$ cat config.mk
export PLATFORM = sky130hd
export DESIGN_NAME = pmic_switch_ldo_i2c_config
export DESIGN_NICKNAME = d
export VERILOG_FILES = /design/src/rtl/pmic_switch_ldo_i2c_config.v
export VERILOG_INCLUDE_DIRS = /design/src /design/src/rtl
export SDC_FILE = /design/constraint.sdc
export NUM_CORES = 1
export LEC_CHECK = 0
export ABC_CLOCK_PERIOD_IN_PS = 8500
export BUFFER_PORTS_ARGS = -buffer_cell sky130_fd_sc_hd__buf_2
export CAP_MARGIN = 25
export CORE_UTILIZATION = 55
export DETAILED_ROUTE_END_ITERATION = 6
export GPL_TIMING_DRIVEN = 0
export PLACE_DENSITY = 0.81
export RECOVER_POWER = 100
export SETUP_SLACK_MARGIN = 0.05
export SYNTH_ARGS = -nofsm -noshare
export SYNTH_HDL_FRONTEND = slang
export SYNTH_SLANG_ARGS = --single-unit
$ cat constraint.sdc
create_clock -name clk_i -period 8.5 [get_ports clk_i]
set_input_delay 0.85 -clock clk_i [delete_from_list [all_inputs] [get_ports clk_i]]
set_output_delay 0.85 -clock clk_i [all_outputs]
set_load 0.02 [all_outputs]
$ cat src/rtl/pmic_cfg_consts.vh
// constants for the switch, regulator and bus-option register bank
`ifndef PMIC_CFG_CONSTS_VH
`define PMIC_CFG_CONSTS_VH
`define ADDR_BUS_OPTIONS 8'h13
`define ADDR_WRITE_LOCK 8'h14
`define ADDR_LINEAR_REG 8'h36
`define ADDR_SWITCH_ONE 8'h69
`define ADDR_SWITCH_TWO 8'h6A
`define ADDR_SWITCH_THREE 8'h6B
`define RST_BUS_OPTIONS 8'h00
`define RST_WRITE_LOCK 8'h01
`define RST_LINEAR_REG 8'hA8
`define RST_SWITCH_ONE 8'h0D
`define RST_SWITCH_TWO 8'h25
`define RST_SWITCH_THREE 8'h20
`define MASK_BUS_OPTIONS 8'h13
`define MASK_WRITE_LOCK 8'h01
`define MASK_SWITCH 8'h3F
`define MASK_SWITCH_THREE 8'h38
`define BIT_SRC_SYS 5
`define BIT_SEL_HI 4
`define BIT_SEL_LO 3
`define BIT_DISCHARGE 7
`define BIT_PAIRED 4
`define BIT_TIMEOUT 1
`define BIT_FAST 0
`define BIT_LOCK 0
`define SRC_CONV_ONE 2'h0
`define SRC_CONV_TWO 2'h1
`define SRC_CONV_THREE 2'h2
`define SRC_SYSTEM 2'h3
// target voltage in mV: base plus code times step
`define VOUT_BASE_MV 12'h320
`define VOUT_STEP_MV 12'h019
// gate-drive oscillator in units of 12.5 kHz, code 0 gives 1 unit
`define DRV_UNIT_BASE 8'h01
`define DRV_CODE_HI 2
`define DRV_CODE_LO 0
`define VOUT_CODE_HI 6
`define VOUT_CODE_LO 0
`endif

$ cat src/rtl/pmic_switch_ldo_i2c_config.v
// register bank for load switches, linear regulator and bus options
// What this block does
// - bit 5 routes switch from system supply
// - source field picks converter one, two, three
// - drive frequency doubles per code from 12.5kHz
// - regulator target is 0.8V plus code times 25mV
// - discharge resistor only when enabled and regulator off
// - paired-burst bit selects pair or sequential writes
// - timeout bit enables bus watchdog
// - sticky fast mode holds through stop
// - lock set discards all register writes except one that clears the lock
// - lock returns to locked at every stop
// - reset values come from factory options, except the write lock, which resets locked
`timescale 1ns/1ns
`include "pmic_cfg_consts.vh"
module pmic_switch_ldo_i2c_config #(
   parameter [7:0] OPT_BUS_OPTIONS = `RST_BUS_OPTIONS,
   parameter [7:0] OPT_LINEAR_REG = `RST_LINEAR_REG,
   parameter [7:0] OPT_SWITCH_ONE = `RST_SWITCH_ONE,
   parameter [7:0] OPT_SWITCH_TWO = `RST_SWITCH_TWO,
   parameter [7:0] OPT_SWITCH_THREE = `RST_SWITCH_THREE
) (
   input wire clk_i,
   input wire srst_i,
   input wire wr_en_i,
   input wire [7:0] wr_addr_i,
   input wire [7:0] wr_data_i,
   input wire [7:0] rd_addr_i,
   input wire stop_i,
   input wire linear_reg_enabled_i,
   output reg [7:0] rd_data_o,
   output reg [1:0] switch_one_source_o,
   output reg [1:0] switch_two_source_o,
   output reg [1:0] switch_three_source_o,
   output reg [7:0] switch_one_drive_units_o,
   output reg [7:0] switch_two_drive_units_o,
   output reg [11:0] linear_reg_target_mv_o,
   output reg linear_reg_discharge_on_o,
   output reg paired_burst_o,
   output reg bus_timeout_enable_o,
   output reg sticky_fast_mode_o,
   output reg global_write_lock_o
);
   // only the first two switches carry a gate-drive field
   localparam NUM_SWITCHES = 3;
   localparam NUM_DRIVEN = 2;
   reg [7:0] bus_interface_options;
   reg [7:0] write_lock_control;
   reg [7:0] linear_reg_config;
   reg [7:0] switch_one_config;
   reg [7:0] switch_two_config;
   reg [7:0] switch_three_config;
   reg [7:0] next_rd_data;
   wire clears_lock;
   wire wr_ok;
   wire wr_bus_options;
   wire wr_write_lock;
   wire wr_linear_reg;
   wire wr_switch_one;
   wire wr_switch_two;
   wire wr_switch_three;
   wire [7:0] switch_cfg [0:NUM_SWITCHES-1];
   wire [1:0] next_source [0:NUM_SWITCHES-1];
   wire [7:0] next_drive_units [0:NUM_DRIVEN-1];
   wire [11:0] next_target_mv;
   wire next_discharge_on;
   genvar sw;

   // option parameters stand in for factory fuses; no write path reaches them
   assign clears_lock = (wr_addr_i == `ADDR_WRITE_LOCK) && !wr_data_i[`BIT_LOCK];
   assign wr_ok = wr_en_i && (!write_lock_control[`BIT_LOCK] || clears_lock);
   // the lock check sits in the per-register enable decode
   assign wr_bus_options = wr_ok && (wr_addr_i == `ADDR_BUS_OPTIONS);
   assign wr_write_lock = wr_ok && (wr_addr_i == `ADDR_WRITE_LOCK);
   assign wr_linear_reg = wr_ok && (wr_addr_i == `ADDR_LINEAR_REG);
   assign wr_switch_one = wr_ok && (wr_addr_i == `ADDR_SWITCH_ONE);
   assign wr_switch_two = wr_ok && (wr_addr_i == `ADDR_SWITCH_TWO);
   assign wr_switch_three = wr_ok && (wr_addr_i == `ADDR_SWITCH_THREE);

   function [1:0] source_of;
      input [7:0] cfg;
      begin
         if (cfg[`BIT_SRC_SYS]) begin
            source_of = `SRC_SYSTEM;
         end else if (cfg[`BIT_SEL_HI]) begin
            source_of = `SRC_CONV_THREE;
         end else if (cfg[`BIT_SEL_LO]) begin
            source_of = `SRC_CONV_TWO;
         end else begin
            source_of = `SRC_CONV_ONE;
         end
      end
   endfunction

   assign switch_cfg[0] = switch_one_config;
   assign switch_cfg[1] = switch_two_config;
   assign switch_cfg[2] = switch_three_config;

   // one decode per switch; the third has no drive field to decode
   generate
      for (sw = 0; sw < NUM_SWITCHES; sw = sw + 1) begin : g_switch
         assign next_source[sw] = source_of(switch_cfg[sw]);
         if (sw < NUM_DRIVEN) begin : g_drive
            assign next_drive_units[sw] = `DRV_UNIT_BASE
               << switch_cfg[sw][`DRV_CODE_HI:`DRV_CODE_LO];
         end
      end
   endgenerate

   // top code gives 3975 mV, which still fits twelve bits
   assign next_target_mv = `VOUT_BASE_MV
      + linear_reg_config[`VOUT_CODE_HI:`VOUT_CODE_LO] * `VOUT_STEP_MV;
   assign next_discharge_on = linear_reg_config[`BIT_DISCHARGE] && !linear_reg_enabled_i;

   // unused bits are not stored, so host junk there is harmless
   always @(posedge clk_i) begin
      if (srst_i) begin
         bus_interface_options <= OPT_BUS_OPTIONS & `MASK_BUS_OPTIONS;
      end else if (wr_bus_options) begin
         bus_interface_options <= wr_data_i & `MASK_BUS_OPTIONS;
      end
   end

   always @(posedge clk_i) begin
      if (srst_i) begin
         linear_reg_config <= OPT_LINEAR_REG;
      end else if (wr_linear_reg) begin
         linear_reg_config <= wr_data_i;
      end
   end

   always @(posedge clk_i) begin
      if (srst_i) begin
         switch_one_config <= OPT_SWITCH_ONE & `MASK_SWITCH;
      end else if (wr_switch_one) begin
         switch_one_config <= wr_data_i & `MASK_SWITCH;
      end
   end

   always @(posedge clk_i) begin
      if (srst_i) begin
         switch_two_config <= OPT_SWITCH_TWO & `MASK_SWITCH;
      end else if (wr_switch_two) begin
         switch_two_config <= wr_data_i & `MASK_SWITCH;
      end
   end

   // switch three keeps only its source bits
   always @(posedge clk_i) begin
      if (srst_i) begin
         switch_three_config <= OPT_SWITCH_THREE & `MASK_SWITCH_THREE;
      end else if (wr_switch_three) begin
         switch_three_config <= wr_data_i & `MASK_SWITCH_THREE;
      end
   end

   // stop wins over a same-cycle write so the lock never stays open
   always @(posedge clk_i) begin
      if (srst_i) begin
         write_lock_control <= `RST_WRITE_LOCK;
      end else if (stop_i) begin
         write_lock_control <= `RST_WRITE_LOCK;
      end else if (wr_write_lock) begin
         write_lock_control <= wr_data_i & `MASK_WRITE_LOCK;
      end
   end

   // unmapped addresses read as zero
   always @* begin
      case (rd_addr_i)
         `ADDR_BUS_OPTIONS: begin
            next_rd_data = bus_interface_options;
         end
         `ADDR_WRITE_LOCK: begin
            next_rd_data = write_lock_control;
         end
         `ADDR_LINEAR_REG: begin
            next_rd_data = linear_reg_config;
         end
         `ADDR_SWITCH_ONE: begin
            next_rd_data = switch_one_config;
         end
         `ADDR_SWITCH_TWO: begin
            next_rd_data = switch_two_config;
         end
         `ADDR_SWITCH_THREE: begin
            next_rd_data = switch_three_config;
         end
         default: begin
            next_rd_data = 8'h00;
         end
      endcase
   end

   always @(posedge clk_i) begin
      if (srst_i) begin
         rd_data_o <= 8'h00;
         switch_one_source_o <= `SRC_CONV_ONE;
         switch_two_source_o <= `SRC_CONV_ONE;
         switch_three_source_o <= `SRC_CONV_ONE;
         switch_one_drive_units_o <= `DRV_UNIT_BASE;
         switch_two_drive_units_o <= `DRV_UNIT_BASE;
         linear_reg_target_mv_o <= `VOUT_BASE_MV;
         linear_reg_discharge_on_o <= 1'b0;
         paired_burst_o <= 1'b0;
         bus_timeout_enable_o <= 1'b0;
         sticky_fast_mode_o <= 1'b0;
         global_write_lock_o <= 1'b1;
      end else begin
         rd_data_o <= next_rd_data;
         switch_one_source_o <= next_source[0];
         switch_two_source_o <= next_source[1];
         switch_three_source_o <= next_source[2];
         switch_one_drive_units_o <= next_drive_units[0];
         switch_two_drive_units_o <= next_drive_units[1];
         linear_reg_target_mv_o <= next_target_mv;
         linear_reg_discharge_on_o <= next_discharge_on;
         paired_burst_o <= bus_interface_options[`BIT_PAIRED];
         bus_timeout_enable_o <= bus_interface_options[`BIT_TIMEOUT];
         // a stop does not touch this bit, so the mode survives it
         sticky_fast_mode_o <= bus_interface_options[`BIT_FAST];
         global_write_lock_o <= write_lock_control[`BIT_LOCK];
      end
   end
endmodule

# [Yosys cells after proc, flatten, opt, wreduce, memory -nomap -nowiden]
# Index checks and enable logic that the tools add are counted.
[word_totals] regBits=74 elab_cells=58 output_inout_bits=47
[op_classes] muxes=10 eq_ne=12 addsub=1 multipliers=1 reduce_logical=14 shifts=2
[op_table] cell="$eq A8 B7 Y1 const B" count=6
[op_table] cell="$pmux W8 S6" count=1
[op_table] cell="$eq A8 B5 Y1 const B" count=4
[op_table] cell="$eq A8 B6 Y1 const B" count=2
[op_table] cell="$shl A1 B3 Y8 const A" count=2
[op_table] cell="$add A10 B12 Y12 const A" count=1
[op_table] cell="$mul A7 B5 Y12 const B" count=1
[op_table] cell="$mux W2" count=6
[op_table] cell="$logic_and A1 B1 Y1" count=9
[op_table] cell="$logic_not A1 Y1" count=3
[op_table] cell="$mux W1" count=3
[op_table] cell="$reduce_or A2 Y1" count=1
[op_table] cell="$logic_or A1 B1 Y1" count=1

# [Logic depth before layout (Yosys ltp)]
[logic_depth] depth_word=5 depth_mapped=13 mapped_depth_nobuf=13

# [Worst setup path before layout]
# Ideal clock, no wire load.
[synth_timing] path_kind="flip-flop to flip-flop" from="reg linear_reg_config[1]" to="reg linear_reg_target_mv_o[11]" n_path_buf=0 synth_period_minus_slack_ps=2753 arrival_ps=2682 path_slack_ps=5747 path_stages_with_launch=14 cell_sequence="dfxtp_1 > inv_1 > ha_1 > inv_1 > fa_1 > ha_1 > ha_1 > inv_1 > fa_1 > nand2b_1 > a21oi_1 > o21a_1 > or3_1 > a21oi_1"
[synth_between] elab_chain_len=2
[synth_rtl] item="start, declared" line="pmic_switch_ldo_i2c_config.v:49" text="reg [7:0] linear_reg_config;"
[synth_rtl] item="start signal, assigned" line="pmic_switch_ldo_i2c_config.v:128" text="linear_reg_config <= wr_data_i;"
[synth_rtl] item="$mul A7 B5 Y12 (no line)"
[synth_rtl] item="$add A10 B12 Y12 (no line)"
[synth_rtl] item="end signal, assigned" line="pmic_switch_ldo_i2c_config.v:203" text="linear_reg_target_mv_o <= `VOUT_BASE_MV;"
[synth_rtl] item="end signal, assigned" line="pmic_switch_ldo_i2c_config.v:216" text="linear_reg_target_mv_o <= next_target_mv;"
[synth_rtl] item="end, declared" line="pmic_switch_ldo_i2c_config.v:37" text="output reg [11:0] linear_reg_target_mv_o,"
# Every way passes these cells.
# A chain may end at the register's enable or synchronous reset.

# [Final worst setup path]
[layout_timing] from="reg linear_reg_config[2]" to="reg linear_reg_target_mv_o[11]"
# The elaborated chain is that of the path after synthesis.

==> impl_metrics.yaml <==
run_status:
  status: "finished, final reports clean"
synthesis:
  synthArstFlopShare: 0
  yosysSeqAreaShare: 0.453
  synth_warnings: 0
  synthesis.area_mm2: 0.00327
  synth_nets: 397
  yosysTopAreaCell: "dfxtp_1"
  yosys.area.top_type_share: 0.453
  ys_types: 51
  syn_area_per_cell_um2: 9.64
  synth_cells: 339
  synth-edff-count: 0
  synth_seq_cells: 74
  synth-main-ff-cell: "dfxtp_1"
  synth_area_leaders: "dfxtp_1, ha_1, mux2i_1"
worst_setup_path:
  rrSetupSlack_ns: 5.44
  cp_data_arrival_time_ns: 3.33
  cp_max_fo: 4
  r2r-end: "linear_reg_target_mv_o[11]"
  crit_type: "reg2reg"
  cp-start-kind: "register"
  critPathRequiredTime_ns: 8.78
  rr_worst_depth: 13
  regToRegStartpoint: "linear_reg_config[2]"
  critical_path.endpoint_type: "register"
clocking:
  postCtsSetupBuffers: 0
  insertion_delay_ns: 0.35
  cts.path.max_buffers: 2
  ctsHoldBuffers: 0
  cts-buffers-inserted: 9
  cts_sinks: 74
  cts_tree: "yes"
  root_buffer: "clkbuf_8"
  clk_pin_slew_ns: 0.08
  cts_resized: 0
  h-tree-depth: 3
floorplan:
  die_x_um: 79.1
  die_y_um: 79.1
  initial_core_util: 0.583
  coreArea_mm2: 0.00561
  rows: 27
  io_pins: 76
  die-area_mm2: 0.00626
min_path:
  hold_end: "bus_timeout_enable_o"
  hp-start: "bus_interface_options[1]"
  whs_path_depth: 1
  hp-class: "reg2reg"
timing:
  period_share: 0.360
  relSlewSlack: 0.280
  tns_ns: 0
  slew_viol_final: 0
  fmax_mhz: 327
  worst_slew_pin_slew_ns: 1.07
  fin_crit_ns: 3.06
  rsz0062_at_grt: "no"
  setup_ws_ns: 5.44
  setup_viol: 0
  whs_ns: 0.484
  hold_viol: 0
  fin_skew_ns: 0.00771
drt:
  dr_total_vias: 2681
  ant_nets: 0
  detail_route.vias_per_cell: 5.36
  wl_per_cell_um: 14.4
  postRouteWirelength_um: 7190
  drt_iter0_markers: 160
  drc_errors: 0
  first_pass_iters: 4
power:
  finalPower_mw: 0.661
  peakVddDrop_mv: 0.105
  leakage_nw: 1.64
  p_per_area_mw_per_mm2: 173
placed_design:
  place_congestion: 0.863
  dp_hpwl_um: 5290
  io_buffers: 73
  dp_slack_ns: 5.46
global_route:
  grt.total_usage: 0.247
  overflow: 0
  antenna_found_initial: 0
  grt_first_pass_wirelength_um: 11500
  first_global_vias: 2552
  grt_max_degree: 14
finish:
  nets: 481
  syn2layout_area_growth_pct: 16.8
  nFillCells: 466
  fin_util: 0.681
  diodes: 0
  layout-drive-gt1-share: 0.103
flow_run:
  max_cap_violations: 0
worst max-delay path, stage by stage, from the launching register on:
cell	delay, ns
dfxtp_1	0.41
inv_1	0.10
ha_1	0.29
inv_1	0.05
fa_1	0.45
ha_1	0.31
ha_1	0.21
inv_1	0.07
fa_1	0.21
nand2b_1	0.15
a21oi_1	0.10
o21a_1	0.19
or3_1	0.33
a21oi_1	0.12
Yosys cell counts (3+ instances only):
cell,count
dfxtp_1,74
nor2_1,49
ha_1,25
inv_1,22
mux2i_1,22
a21oi_1,15
nand2_1,15
nor3_1,13
nand2b_1,12
nor2b_1,11
clkbuf_1,7
nor3b_1,5
or3_1,5
a211o_1,4
a22oi_1,4
fa_1,4
nand3_1,4
o21ai_0,4
or2_2,4
buf_1,3
sequential cells by signal, indices dropped and copies added (netlist names), 6 cells and up:
| name | cells |
|---|---|
| switch_one_config | 6 |
| switch_two_drive_units_o | 8 |
| switch_one_drive_units_o | 8 |
| rd_data_o | 8 |
| switch_two_config | 6 |
| linear_reg_config | 8 |
| linear_reg_target_mv_o | 12 |
report_power, final:
part / leakage [nW] / switching (mW) / internal (mW)
sequential: 0.601 / 0.000744 / 0.350
combinational: 0.938 / 0.0223 / 0.0119
clock: 0.103 / 0.132 / 0.144
final cells by class:
type | count | area [um2] | area share
Clock buffer | 10 | 138 | 0.0360
Sequential cell | 74 | 1480 | 0.388
Multi-Input combinational cell | 230 | 1610 | 0.422
Tap cell | 72 | 90.1 | 0.0236
Buffer | 13 | 48.8 | 0.0128
Clock inverter | 6 | 65.1 | 0.0170
Timing Repair Buffer | 73 | 303 | 0.0793
Inverter | 22 | 82.6 | 0.0216
cell families after synthesis:
family          Yosys count  share of synthesized area
flops                    74                      0.453
simple gates            134                      0.223
xor+xnor                  4                     0.0107
fa+ha+maj                29                      0.120
compound gates           40                     0.0804
buf+inv                  35                     0.0421
mux                      23                     0.0708
per-stage QoR:
stage,area (um2),cells
final,3820,500
after global routing,3820,500
after CTS,3930,500
after detailed placement,3720,484
after global placement,3720,484
after floorplan,3270,339
how the worst max path moves through the flow:
stage | from | end | slack, ns | depth (start not counted)
6_report | linear_reg_config[2] | linear_reg_target_mv_o[11] | 5.44 | 13
5_1_grt | linear_reg_config[1] | linear_reg_target_mv_o[11] | 5.25 | 13
4_1_cts | linear_reg_config[2] | linear_reg_target_mv_o[11] | 5.45 | 13
3_5_place_dp | linear_reg_config[2] | linear_reg_target_mv_o[11] | 5.46 | 13
3_3_place_gp | linear_reg_config[2] | linear_reg_target_mv_o[11] | 5.57 | 13
2_1_floorplan | linear_reg_config[1] | linear_reg_target_mv_o[11] | 5.75 | 13
per-layer routing:
metal,global-route usage,vias to the layer above,wire [um]
met5,0,-,0
met4,0.122,0,145
met2,0.408,100,3380
met3,0.0586,16,477
li1,-,1323,-
met1,0.300,1242,3180
cells in the final DEF (no fill, tap or decap), types with 6 or more instances in the layout:
cell type  netlist  final
nand2_1         15     15
mux2i_1         22     22
ha_1            25     25
a21oi_1         15     15
nor3_1          13     13
clkbuf_8         0     10
nor2b_1         11     11
clkbuf_1         7     63
buf_2            2     23
dfxtp_1         74     74
nor2_1          49     49
nand2b_1        12     12
nor3b_1          5      6
inv_1           22     22
Power figures use the tool's default switching activity.
